`src/verilog/ecd_pkg.sv`:
```
/*
 * Package for the echo canceller duplex configuration block: register
 * offsets, field positions, reset values, encodings and bus carriers.
 * Assumes a 32-bit AXI4-Lite register bus with byte addresses.
 */
package ecd_pkg;

   // ************************************************************
   // register map
   // ************************************************************
   localparam logic [7:0] ECD_OFS_THR_GAIN = 8'h00;
   localparam logic [7:0] ECD_OFS_DIAG = 8'h04;
   localparam logic [7:0] ECD_OFS_ESTIM = 8'h08;
   localparam logic [7:0] ECD_OFS_STATUS = 8'h0C;
   localparam logic [7:0] ECD_OFS_ID = 8'h10;

   // identity value is arbitrary
   localparam logic [15:0] ECD_ID_VALUE = 16'h5A01;

   // ************************************************************
   // word tags in the low nibble and reset values
   // ************************************************************
   localparam logic [3:0] ECD_TAG_THR_GAIN = 4'h8;
   localparam logic [3:0] ECD_TAG_DIAG = 4'hA;
   localparam logic [15:0] ECD_RST_THR_GAIN = 16'h0008;
   localparam logic [15:0] ECD_RST_DIAG = 16'h000A;

   // ************************************************************
   // field positions, threshold and gain word
   // ************************************************************
   localparam int ECD_AEC_DEPTH_LSB = 14;
   localparam int ECD_AEC_NOISE_LSB = 12;
   localparam int ECD_NEC_DEPTH_LSB = 10;
   localparam int ECD_NEC_NOISE_LSB = 8;
   localparam int ECD_RX_GAIN_LSB = 6;
   localparam int ECD_TX_GAIN_LSB = 4;

   // ************************************************************
   // field positions, diagnostic word
   // ************************************************************
   localparam int ECD_HOWL_OFF_BIT = 15;
   localparam int ECD_TONE_OFF_BIT = 14;
   localparam int ECD_APC_OFF_BIT = 13;
   localparam int ECD_NPC_OFF_BIT = 12;
   localparam int ECD_APF_OFF_BIT = 11;
   localparam int ECD_NPF_OFF_BIT = 10;
   localparam int ECD_AEC_OFF_BIT = 9;
   localparam int ECD_NEC_OFF_BIT = 8;
   localparam int ECD_ACOUSTIC_SIDETONE_LEVEL_LSB = 6;
   localparam int ECD_NETWORK_SIDETONE_LEVEL_LSB = 4;

   // ************************************************************
   // depth codes in 6 dB steps of erle: 00 24, 01 18, 10 30 dB
   // noise codes in dB below full scale: 01 -42, 10 -54, 00 zero
   // ************************************************************
   localparam logic [7:0] ECD_DB_18 = 8'h12;
   localparam logic [7:0] ECD_DB_24 = 8'h18;
   localparam logic [7:0] ECD_DB_30 = 8'h1E;
   localparam logic [7:0] ECD_DB_42 = 8'h2A;
   localparam logic [7:0] ECD_DB_54 = 8'h36;
   localparam logic [1:0] ECD_CODE_RSVD = 2'h3;
   localparam logic [1:0] ECD_CODE_ZERO = 2'h0;

   typedef enum logic [1:0] {
      ECD_DUP_HALF_IDLE = 2'b00,
      ECD_DUP_HALF_RX = 2'b01,
      ECD_DUP_FULL = 2'b10
   } ecd_duplex_e;

   localparam logic [1:0] ECD_RESP_OKAY = 2'h0;
   localparam logic [1:0] ECD_RESP_SLVERR = 2'h2;

   // per-canceller estimator inputs, in dB magnitudes
   typedef struct packed {
      logic [7:0] erle_db;
      logic [7:0] noise_db;
      logic [7:0] asym_db;
      logic path_present;
   } ecd_canc_meas_s;

   // datapath controls issued to the signal engine
   typedef struct packed {
      logic aec_in_path;
      logic nec_in_path;
      logic aec_clear;
      logic nec_clear;
      logic aec_freeze;
      logic apc_enable;
      logic npc_enable;
      logic apf_enable;
      logic npf_enable;
      logic [1:0] rx_gain;
      logic [1:0] tx_gain;
      logic [1:0] acoustic_sidetone_level;
      logic [1:0] network_sidetone_level;
   } ecd_ctrl_s;
endpackage

```
`src/verilog/ecd_config.sv`:
```
/*
 * Echo canceller duplex configuration: two 16-bit control words behind an
 * AXI4-Lite slave, plus the full-duplex gating, howl and tone responses
 * that those words steer.
 * Assumes measurements and event strobes arrive on clk_sys from the engine.
 */
// Decided for this implementation: register access over AXI4-Lite and the register addresses.
`timescale 1ns/100ps

module ecd_config
   import ecd_pkg::*;
#(
   parameter int FREEZE_CYCLES = 64
) (
   input wire logic clk_sys,
   input wire logic rst,
   input wire logic [7:0] s_axi_awaddr,
   input wire logic s_axi_awvalid,
   output logic s_axi_awready,
   input wire logic [31:0] s_axi_wdata,
   input wire logic [3:0] s_axi_wstrb,
   input wire logic s_axi_wvalid,
   output logic s_axi_wready,
   output logic [1:0] s_axi_bresp,
   output logic s_axi_bvalid,
   input wire logic s_axi_bready,
   input wire logic [7:0] s_axi_araddr,
   input wire logic s_axi_arvalid,
   output logic s_axi_arready,
   output logic [31:0] s_axi_rdata,
   output logic [1:0] s_axi_rresp,
   output logic s_axi_rvalid,
   input wire logic s_axi_rready,
   input wire ecd_canc_meas_s aec_meas,
   input wire ecd_canc_meas_s nec_meas,
   input wire logic howl_event,
   input wire logic tone_event,
   output ecd_ctrl_s ctrl,
   output ecd_duplex_e duplex_state
);

   // ************************************************************
   // register storage
   // ************************************************************
   logic [15:0] thr_gain_reg;
   logic [15:0] diag_reg;
   logic [31:0] estim_reg;
   logic [7:0] freeze_cnt_reg;
   logic [7:0] status_reg;
   logic aw_hold_reg;
   logic w_hold_reg;
   logic [7:0] awaddr_reg;
   logic [31:0] wdata_reg;
   logic [3:0] wstrb_reg;

   // ************************************************************
   // field decode
   // ************************************************************
   function automatic logic [7:0] depth_db(input logic [1:0] code);
      case (code)
         2'h1: depth_db = ECD_DB_18;
         2'h2: depth_db = ECD_DB_30;
         default: depth_db = ECD_DB_24;
      endcase
   endfunction

   function automatic logic [7:0] noise_db(input logic [1:0] code);
      case (code)
         2'h1: noise_db = ECD_DB_42;
         2'h2: noise_db = ECD_DB_54;
         default: noise_db = 8'h00;
      endcase
   endfunction

   // full duplex permission for one canceller; noise is a magnitude below
   // full scale, so a smaller figure means a louder input
   function automatic logic fd_allow(input ecd_canc_meas_s m, input logic [1:0] dcode,
                                     input logic [1:0] ncode);
      logic noisy;
      noisy = (ncode == ECD_CODE_ZERO) || (m.noise_db < noise_db(ncode));
      if (noisy) begin
         fd_allow = m.erle_db >= depth_db(dcode);
      end else begin
         fd_allow = m.asym_db >= depth_db(dcode);
      end
   endfunction

   logic [1:0] aec_dcode;
   logic [1:0] aec_ncode;
   logic [1:0] nec_dcode;
   logic [1:0] nec_ncode;
   logic aec_on;
   logic nec_on;
   logic aec_ok;
   logic nec_ok;
   logic fd_ok;
   logic howl_act;
   logic tone_act;

   assign aec_dcode = thr_gain_reg[ECD_AEC_DEPTH_LSB +: 2];
   assign aec_ncode = thr_gain_reg[ECD_AEC_NOISE_LSB +: 2];
   assign nec_dcode = thr_gain_reg[ECD_NEC_DEPTH_LSB +: 2];
   assign nec_ncode = thr_gain_reg[ECD_NEC_NOISE_LSB +: 2];

   assign aec_on = !diag_reg[ECD_AEC_OFF_BIT];
   assign nec_on = !diag_reg[ECD_NEC_OFF_BIT] && ((nec_ncode == ECD_CODE_ZERO) || nec_meas.path_present);

   // ************************************************************
   // per-canceller full duplex test: index 0 acoustic, 1 network
   // ************************************************************
   ecd_canc_meas_s canc_meas [2];
   logic [1:0] canc_dcode [2];
   logic [1:0] canc_ncode [2];
   logic [1:0] canc_ok;

   assign canc_meas[0] = aec_meas;
   assign canc_meas[1] = nec_meas;
   assign canc_dcode[0] = aec_dcode;
   assign canc_dcode[1] = nec_dcode;
   assign canc_ncode[0] = aec_ncode;
   assign canc_ncode[1] = nec_ncode;

   for (genvar c = 0; c < 2; c++) begin : g_canc
      assign canc_ok[c] = fd_allow(canc_meas[c], canc_dcode[c], canc_ncode[c]);
   end

   assign aec_ok = canc_ok[0];
   assign nec_ok = canc_ok[1];

   // ************************************************************
   // duplex permission
   // ************************************************************
   assign fd_ok = (!aec_on || aec_ok) && (!nec_on || nec_ok) && (aec_on || nec_on);

   // ************************************************************
   // event qualification
   // ************************************************************
   assign howl_act = howl_event && !diag_reg[ECD_HOWL_OFF_BIT];
   assign tone_act = tone_event && !diag_reg[ECD_TONE_OFF_BIT];

   // ************************************************************
   // write channel: address and data taken in either order
   // ************************************************************
   logic wr_fire;
   logic wr_ok;
   logic [15:0] wr_word;
   assign wr_fire = aw_hold_reg && w_hold_reg && !s_axi_bvalid;
   assign wr_word = wdata_reg[15:0];

   always_ff @(posedge clk_sys) begin
      if (rst) begin
         aw_hold_reg <= 1'b0;
         awaddr_reg <= 8'h00;
         s_axi_awready <= 1'b0;
      end else if (wr_fire) begin
         aw_hold_reg <= 1'b0;
         s_axi_awready <= 1'b0;
      end else if (s_axi_awvalid && s_axi_awready) begin
         aw_hold_reg <= 1'b1;
         awaddr_reg <= s_axi_awaddr;
         s_axi_awready <= 1'b0;
      end else begin
         s_axi_awready <= !aw_hold_reg && !s_axi_awready;
      end
   end

   always_ff @(posedge clk_sys) begin
      if (rst) begin
         w_hold_reg <= 1'b0;
         wdata_reg <= 32'h0000_0000;
         wstrb_reg <= 4'h0;
         s_axi_wready <= 1'b0;
      end else if (wr_fire) begin
         w_hold_reg <= 1'b0;
         s_axi_wready <= 1'b0;
      end else if (s_axi_wvalid && s_axi_wready) begin
         w_hold_reg <= 1'b1;
         wdata_reg <= s_axi_wdata;
         wstrb_reg <= s_axi_wstrb;
         s_axi_wready <= 1'b0;
      end else begin
         s_axi_wready <= !w_hold_reg && !s_axi_wready;
      end
   end

   // a word counts only with both low byte lanes and the right tag
   always_comb begin
      wr_ok = 1'b0;
      if (wstrb_reg[1:0] == 2'h3) begin
         case (awaddr_reg)
            ECD_OFS_THR_GAIN: wr_ok = wr_word[3:0] == ECD_TAG_THR_GAIN;
            ECD_OFS_DIAG: wr_ok = wr_word[3:0] == ECD_TAG_DIAG;
            default: wr_ok = 1'b0;
         endcase
      end
   end

   always_ff @(posedge clk_sys) begin
      if (rst) begin
         s_axi_bvalid <= 1'b0;
         s_axi_bresp <= ECD_RESP_OKAY;
      end else if (wr_fire) begin
         s_axi_bvalid <= 1'b1;
         s_axi_bresp <= wr_ok ? ECD_RESP_OKAY : ECD_RESP_SLVERR;
      end else if (s_axi_bready) begin
         s_axi_bvalid <= 1'b0;
      end
   end

   // ************************************************************
   // control words
   // ************************************************************
   always_ff @(posedge clk_sys) begin
      if (rst) begin
         thr_gain_reg <= ECD_RST_THR_GAIN;
      end else if (wr_fire && wr_ok && awaddr_reg == ECD_OFS_THR_GAIN) begin
         thr_gain_reg <= wr_word;
      end
   end

   always_ff @(posedge clk_sys) begin
      if (rst) begin
         diag_reg <= ECD_RST_DIAG;
      end else if (wr_fire && wr_ok && awaddr_reg == ECD_OFS_DIAG) begin
         diag_reg <= wr_word;
      end
   end

   // ************************************************************
   // duplex engine
   // ************************************************************
   always_ff @(posedge clk_sys) begin
      if (rst) begin
         duplex_state <= ECD_DUP_HALF_IDLE;
      end else if (howl_act) begin
         duplex_state <= ECD_DUP_HALF_IDLE;
      end else begin
         case (duplex_state)
            ECD_DUP_FULL: begin
               if (!fd_ok) begin
                  duplex_state <= ECD_DUP_HALF_IDLE;
               end
            end
            ECD_DUP_HALF_IDLE, ECD_DUP_HALF_RX: begin
               if (tone_act) begin
                  duplex_state <= ECD_DUP_HALF_RX;
               end else if (fd_ok) begin
                  duplex_state <= ECD_DUP_FULL;
               end else begin
                  duplex_state <= ECD_DUP_HALF_IDLE;
               end
            end
            default: duplex_state <= ECD_DUP_HALF_IDLE;
         endcase
      end
   end

   // tone freeze window while in full duplex
   always_ff @(posedge clk_sys) begin
      if (rst) begin
         freeze_cnt_reg <= 8'h00;
      end else if (tone_act && duplex_state == ECD_DUP_FULL) begin
         freeze_cnt_reg <= 8'(FREEZE_CYCLES);
      end else if (freeze_cnt_reg != 8'h00) begin
         freeze_cnt_reg <= freeze_cnt_reg - 8'h01;
      end
   end

   // ************************************************************
   // control outputs
   // ************************************************************
   always_ff @(posedge clk_sys) begin
      if (rst) begin
         ctrl <= '0;
      end else begin
         ctrl.aec_in_path <= aec_on;
         ctrl.nec_in_path <= nec_on;
         ctrl.aec_clear <= howl_act || (tone_act && duplex_state != ECD_DUP_FULL);
         ctrl.nec_clear <= howl_act;
         ctrl.aec_freeze <= (tone_act && duplex_state == ECD_DUP_FULL) || freeze_cnt_reg != 8'h00;
         ctrl.apc_enable <= !diag_reg[ECD_APC_OFF_BIT];
         ctrl.npc_enable <= !diag_reg[ECD_NPC_OFF_BIT];
         ctrl.apf_enable <= !diag_reg[ECD_APF_OFF_BIT];
         ctrl.npf_enable <= !diag_reg[ECD_NPF_OFF_BIT];
         ctrl.rx_gain <= thr_gain_reg[ECD_RX_GAIN_LSB +: 2];
         ctrl.tx_gain <= thr_gain_reg[ECD_TX_GAIN_LSB +: 2];
         ctrl.acoustic_sidetone_level <= diag_reg[ECD_ACOUSTIC_SIDETONE_LEVEL_LSB +: 2];
         ctrl.network_sidetone_level <= diag_reg[ECD_NETWORK_SIDETONE_LEVEL_LSB +: 2];
      end
   end

   // ************************************************************
   // status and read channel
   // ************************************************************
   always_ff @(posedge clk_sys) begin
      if (rst) begin
         status_reg <= 8'h00;
      end else begin
         status_reg <= {aec_dcode == ECD_CODE_RSVD || aec_ncode == ECD_CODE_RSVD,
                        nec_dcode == ECD_CODE_RSVD || nec_ncode == ECD_CODE_RSVD,
                        aec_on, nec_on, aec_ok, nec_ok, duplex_state};
      end
   end

   // measurement snapshot for software, one cycle behind the engine
   always_ff @(posedge clk_sys) begin
      if (rst) begin
         estim_reg <= 32'h0000_0000;
      end else begin
         estim_reg <= {aec_meas.erle_db, aec_meas.noise_db, nec_meas.erle_db, nec_meas.noise_db};
      end
   end

   // ************************************************************
   // read decode: unmapped offsets answer zero with an error
   // ************************************************************
   logic [31:0] rd_word;
   logic rd_err;

   always_comb begin
      rd_word = 32'h0000_0000;
      rd_err = 1'b0;
      case (s_axi_araddr)
         ECD_OFS_THR_GAIN: rd_word = {16'h0000, thr_gain_reg};
         ECD_OFS_DIAG: rd_word = {16'h0000, diag_reg};
         ECD_OFS_ESTIM: rd_word = estim_reg;
         ECD_OFS_STATUS: rd_word = {24'h000000, status_reg};
         ECD_OFS_ID: rd_word = {16'h0000, ECD_ID_VALUE};
         default: rd_err = 1'b1;
      endcase
   end

   always_ff @(posedge clk_sys) begin
      if (rst) begin
         s_axi_arready <= 1'b0;
         s_axi_rvalid <= 1'b0;
         s_axi_rdata <= 32'h0000_0000;
         s_axi_rresp <= ECD_RESP_OKAY;
      end else if (s_axi_rvalid) begin
         if (s_axi_rready) begin
            s_axi_rvalid <= 1'b0;
         end
      end else if (s_axi_arvalid && s_axi_arready) begin
         s_axi_arready <= 1'b0;
         s_axi_rvalid <= 1'b1;
         s_axi_rdata <= rd_word;
         s_axi_rresp <= rd_err ? ECD_RESP_SLVERR : ECD_RESP_OKAY;
      end else begin
         s_axi_arready <= !s_axi_arready;
      end
   end

endmodule

```
`config.mk`:
```
export PLATFORM = sky130hd
export DESIGN_NAME = ecd_config
export DESIGN_NICKNAME = d
export VERILOG_FILES = /design/src/verilog/ecd_pkg.sv /design/src/verilog/ecd_config.sv
export SDC_FILE = /design/constraint.sdc
export NUM_CORES = 1
export LEC_CHECK = 0
export BUFFER_PORTS_ARGS = -buffer_cell sky130_fd_sc_hd__buf_2
export CAP_MARGIN = 20
export CORE_UTILIZATION = 31
export CTS_BUF_LIST = sky130_fd_sc_hd__clkbuf_4 sky130_fd_sc_hd__clkbuf_8
export CTS_CLUSTER_DIAMETER = 200
export DETAILED_ROUTE_END_ITERATION = 8
export SLEW_MARGIN = 30
export SYNTH_ARGS = -nofsm -noshare
export SYNTH_HDL_FRONTEND = slang
export SYNTH_SLANG_ARGS = --single-unit
```
`constraint.sdc`:
```
create_clock -name clk_sys -period 2.3 [get_ports clk_sys]
set_input_delay 0.115 -clock clk_sys [delete_from_list [all_inputs] [get_ports clk_sys]]
set_output_delay 0.115 -clock clk_sys [all_outputs]
set_load 0.02 [all_outputs]
```
Word-level counts from Yosys, hierarchy flattened
Cells that the tools add are included.
{ "totals": {"ff_bits": 168, "word_cells": 153, "input_bits": 111, "out_inout_bits": 60} }
{ "classes": {"n_eq_ne": 24, "n_addsub": 1, "order_cmp": 6, "n_bitwise": 2, "n_reduce_logical": 60, "n_mux": 27} }
{ "op_table": {"columns": ["cell", "count"], "rows": [
  ["$pmux W32 S5", 1],
  ["$ge A8 B8 Y1", 4],
  ["$mux W8", 4],
  ["$pmux W6 S2", 2],
  ["$eq A2 B2 Y1 const B", 10],
  ["$logic_and A1 B1 Y1", 17],
  ["$eq A8 B3 Y1 const B", 2],
  ["$eq A8 B4 Y1 const B", 2],
  ["$logic_not A8 Y1", 2],
  ["$lt A8 B8 Y1", 2],
  ["$pmux W4 S2", 2],
  ["$logic_not A1 Y1", 15],
  ["$mux W7", 2],
  ["$eq A2 B1 Y1 const B", 5],
  ["$logic_or A1 B1 Y1", 10],
  ["$mux W2", 5],
  ["$mux W1", 9],
  ["$eq A4 B4 Y1 const B", 2],
  ["$eq A8 B5 Y1 const B", 1],
  ["$reduce_bool A8 Y1", 1],
  ["$reduce_or A2 Y1", 4],
  ["$sub A8 B1 Y8 const B", 1],
  ["$logic_not A2 Y1", 3],
  ["$reduce_and A2 Y1", 3],
  ["7 further kinds", 11]
]} }

Logic depth before layout (Yosys ltp)
{ "logic_depth": {"ltp_word": 13, "ltp_mapped": 9, "depth_no_buf": 9} }

Worst setup path after synthesis
OpenSTA, ideal clock, no wires.
{ "synth_path": {"path_kind": "reg2reg", "from": "register thr_gain_reg[12]", "to": "register duplex_state[1]", "required_time_ps": 2185, "arrival_time_ps": 2014, "path_buffers": 0, "setup_ps": 115, "stages_incl_launch_ff": 9, "synth_period_minus_slack_ps": 2128, "path_slack_ps": 172, "cell_sequence": "dfxtp_1 > inv_1 > ha_1 > inv_1 > ha_1 > a2111oi_0 > o22ai_1 > o211a_1 > a2111oi_0"} }
{ "synth_between": {"elab_chain_len": 11, "elab_cells_between_ends": 14, "cone_classes": "1 x order compare; 3 x eq/ne; 5 x mux; 5 x reduce/logical"} }
{ "synth_lines": {"columns": ["element", "line", "text"], "rows": [
  ["start, declared", "ecd_config.sv:45", "logic [15:0] thr_gain_reg;"],
  ["start signal, assigned", "ecd_config.sv:217", "thr_gain_reg <= wr_word;"],
  ["$eq A2 B2 Y1 / $eq A2 B1 Y1 (equally long branches)", "ecd_config.sv:68", "case (code)"],
  ["$pmux W6 S2", "ecd_config.sv:68", null],
  ["$lt A8 B8 Y1", "ecd_config.sv:80", "noisy = (ncode == ECD_CODE_ZERO) || (m.noise_db < noise_db(ncode));"],
  ["$logic_or A1 B1 Y1 (*)", "ecd_config.sv:80", null],
  ["$mux W1 (*)", "ecd_config.sv:81", "if (noisy) begin"],
  ["$logic_or A1 B1 Y1 (*)", "ecd_config.sv:133", "assign fd_ok = (!aec_on || aec_ok) && (!nec_on || nec_ok) && (aec_on || nec_on);"],
  ["$logic_and A1 B1 Y1 (*) (2 in series)", "ecd_config.sv:133", null],
  ["$mux W2", "ecd_config.sv:247", "end else if (fd_ok) begin"],
  ["$mux W2", "ecd_config.sv:245", "if (tone_act) begin"],
  ["$pmux W2 S2", "ecd_config.sv:238", "case (duplex_state)"],
  ["end signal, assigned", "ecd_config.sv:241", "duplex_state <= ECD_DUP_HALF_IDLE;"],
  ["end signal, assigned", "ecd_config.sv:246", "duplex_state <= ECD_DUP_HALF_RX;"],
  ["end signal, assigned", "ecd_config.sv:248", "duplex_state <= ECD_DUP_FULL;"],
  ["end, declared", "ecd_config.sv:39", "output ecd_duplex_e duplex_state"]
]} }
Mark *: on every way between the ends. The rest lies on a longest branch, timed or not.
A chain may end at the register's enable or synchronous reset.

Worst setup path after layout
Ends and elaborated chain as after synthesis.

==> key figures <==
Status
  • Status: finished clean

Timing
  • Fin Setup TNS: 0 ps
  • Period utilization: 92.1%
  • Final setup violating endpoints: 0
  • Max-slew violation count: 0
  • Min Tclk post-route: 2120 ps
  • Relative slew slack: 63.0%
  • Worst-Margin Slew: 555 ps
  • Final Hold Viols: 0
  • Worst setup slack after layout: between 150 and 200 ps
  • Worst Skew: 13.4 ps
  • Achievable Freq: roughly 470 MHz
  • RSZ-0062 raised after global routing: no
  • Hold_ws: ~50 ps

Synthesis
  • Largest family of logic cells by synthesized area: simple AND/OR/NAND/NOR gates
  • Synth Area in Compound Gates: 10.1%
  • EDFF count, synth: 0
  • Synth Area in Adders: 6.60%
  • Synth Area in Simple Gates: a little over a fifth
  • Synth warn: 0
  • Register area share after synthesis: 49.5%
  • Ys async rst share: 0%
  • Top_reg_cell synth: dfxtp_1
  • Mapped Cells: roughly 700
  • Synth Cell Area: 6640 sq um
  • Syn avg cell area: approximately 9.3 sq um
  • Yosys cell types: 55
  • Mux cell area share after synthesis: slightly below 7%
  • Xor/xnor cell area share of the yosys netlist: around 1.1%
  • Synthesized flop and latch total: 164

Flow run
  • Total of max-cap violations: 0

Route
  • Vias per inst: between 4 and 5
  • DRT Pass-1 Iters: 4
  • Post-route DRC: 0
  • WL per Instance: 14.1 microns
  • Vias: approximately 5,500
  • Post-route ant nets: 0
  • WL final: 17.1 mm
  • Initial DRC count: 288

Critical path
  • Worst Setup Path Type: flip-flop to flip-flop
  • Worst-path maximum fanout: 3
  • Reg-to-reg startpoint: thr_gain_reg[12]
  • WP data arrival: 2480 ps
  • R2R Setup Slk: 180 ps
  • FF-to-FF path depth: 8
  • CP Data Required Time: 2660 ps
  • FF-to-FF End: duplex_state[1]
  • Type of origin of the critical path: flip-flop
  • Crit. End Element: flip-flop

Power and ir drop
  • Leakage power: 3.79 nW
  • Power per cell area: between 600 and 700 nW/um^2
  • Final Total Pwr: ~6 mW
  • Peak supply drop: roughly 0.35 mV

CTS
  • Clock transition at path regs: 90 ps
  • Number of setup buffers added after CTS: 0
  • Worst skew pair latency: roughly 460 ps
  • CTS tree: built
  • Num CTS Buffers: 17
  • Clock root cell: clkbuf_8
  • Clock Path Buffers: 2
  • Htree depth: 4
  • Clock sink count: 164

Global routing
  • Initial antenna violation count: 0
  • Vias in the first global route: 5,228
  • First-pass GRT wire length: 27.3 mm
  • GRT overflow: 0
  • Largest net degree at the start of global routing: 45
  • GRT Total Usage: between 15 and 20%

Place
  • Placer Congestion: 0.796
  • Number of port buffers: about 150
  • Area post-placement: approximately 7700 sq um
  • DP HPWL: ~12 mm
  • Dpl ws: -0.756 ps

Final layout
  • Layout Nets: 1,066
  • Fillers: approximately 2,100
  • Final instance area: 8710 sq um
  • Register Area: 3280 sq um
  • Diode count: 0
  • Layout Area Growth over Synthesis: 31.3%
  • Multi-input gate area: 3070 sq um
  • Layout cell share with drive strength beyond 1: 23.7%

Min path
  • Hold depth: 3
  • Worst Hold Path EP: status_reg[4]
  • Hold Path Class: input port to flip-flop
  • Worst Min Path Start: nec_meas[0]

Floorplan
  • Die area: between 20,000 and 25,000 sq um
  • # IOs: 171
  • Die X: 148 microns
  • Total core area: 21,000 sq um
  • Die height: 148 microns
  • Starting Density: between 30% and 40%
  • Row count: 53
==> worst max-delay path: stages, from the launching register on <==
cell	delay (ps)
dfxtp_1	340
inv_1	60
ha_1	290
inv_1	40
ha_1	320
a2111oi_4	320
o22ai_2	170
o211a_1	160
a2111oi_2	330
==> placed cells by master (no fill, tap or decap), drive strengths merged, types with 2 or more instances in the layout <==
master         n
nor2b         44
mux2i         29
dfxtp        164
a22oi          5
a211oi         2
clkbuf        18
clkinvlp       2
inv           38
and2           2
clkinv         4
and3b          2
conb           2
nor2          61
nor4           3
dlygate4sd3   62
nor3b          6
ha            35
a22o           7
o21ai         27
xor2           4
and3           3
nand3         28
a2111oi        2
nand2b         7
nand3b         7
buf          167
or3            6
xnor2          4
a21o           3
nor3          15
nand2         91
a21oi         60
mux4           7
==> cells in the mapped netlist, types with 2 or more instances <==
master,number,area (sq um)
nor2_1,59,221
o21ai_1,4,20.0
and3b_1,2,17.5
mux2i_1,29,290
and2_1,2,12.5
nor3b_1,4,30.0
buf_2,6,30.0
dfxtp_1,164,3280
nand3b_1,7,52.6
buf_4,7,52.6
o21ai_0,23,115
a2111oi_0,2,17.5
a21oi_1,60,300
xor2_1,4,35.0
a22o_1,7,61.3
nor3b_4,2,37.5
nor3_1,14,70.1
mux4_2,7,158
nand2b_1,7,43.8
a22oi_1,5,37.5
ha_1,35,438
nand2_1,91,342
a211oi_1,2,15.0
xnor2_1,4,35.0
a21o_1,3,22.5
or3_1,6,37.5
nand3_1,28,140
clkbuf_1,22,82.6
and3_1,3,18.8
inv_1,30,113
nor2b_1,44,275
nor4_1,2,12.5
buf_6,2,22.5
buf_1,5,18.8
==> cell type report <==
class                      instances  area share [%]
multi-input combinational        477            35.3
clock buffer                      18            2.84
sequential                       164            37.7
inverter                          31            1.34
tap                              275            3.95
clock inverter                    14            1.62
timing repair buffer             229            17.3
==> through the flow <==
step | cells | utilization [%]
after global placement | 1114 | 36.4
after global routing | 1208 | 41.4
after floorplan | 714 | -
after CTS | 1208 | 41.2
final | 1208 | 41.4
after detailed placement | 1114 | 36.4
==> per-layer routing <==
layer / up-vias / part of all wire (%) / global-route usage, %
li1: 2808 / - / -
met1: 2542 / 46 / 20.6
met2: 117 / 48 / 26.5
met3: 22 / 4.7 / 4.05
met4: 0 / 1.7 / 5.77
met5: - / 0 / 0
==> power by group <==
group          switching [mW]  internal, mW
Combinational           0.443         0.397
Clock                    1.16         0.918
Sequential             0.0931          2.98
Total                    1.69          4.30
==> timing repair <==
item | CTS | global route
pin swaps | 0 | 2
resized for setup | 1 | 6
hold buffers | 62 | 0
endpoints found under the hold margin | 62 | 0
endpoints found under the setup margin | 1 | 1
==> logic make-up after synthesis <==
family,after synthesis
and+or+nand+nor,280
DFF,164
AOI/OAI and AO/OA,115
buffers and inverters,73
muxes,37
adders and majority gates,35
xor gates and xnor gates,8
other,1
==> how the worst max path moves through the flow <==
stage	startpoint	end	slack, ps
after floorplan	thr_gain_reg[12]	duplex_state[1]	170
after global placement	thr_gain_reg[12]	duplex_state[1]	140
after detailed placement	thr_gain_reg[12]	duplex_state[1]	-0.8
after CTS	thr_gain_reg[12]	duplex_state[1]	30
after global routing	thr_gain_reg[12]	duplex_state[1]	40
final	thr_gain_reg[12]	duplex_state[1]	180
No activity file was read; power rests on OpenSTA's default activity.
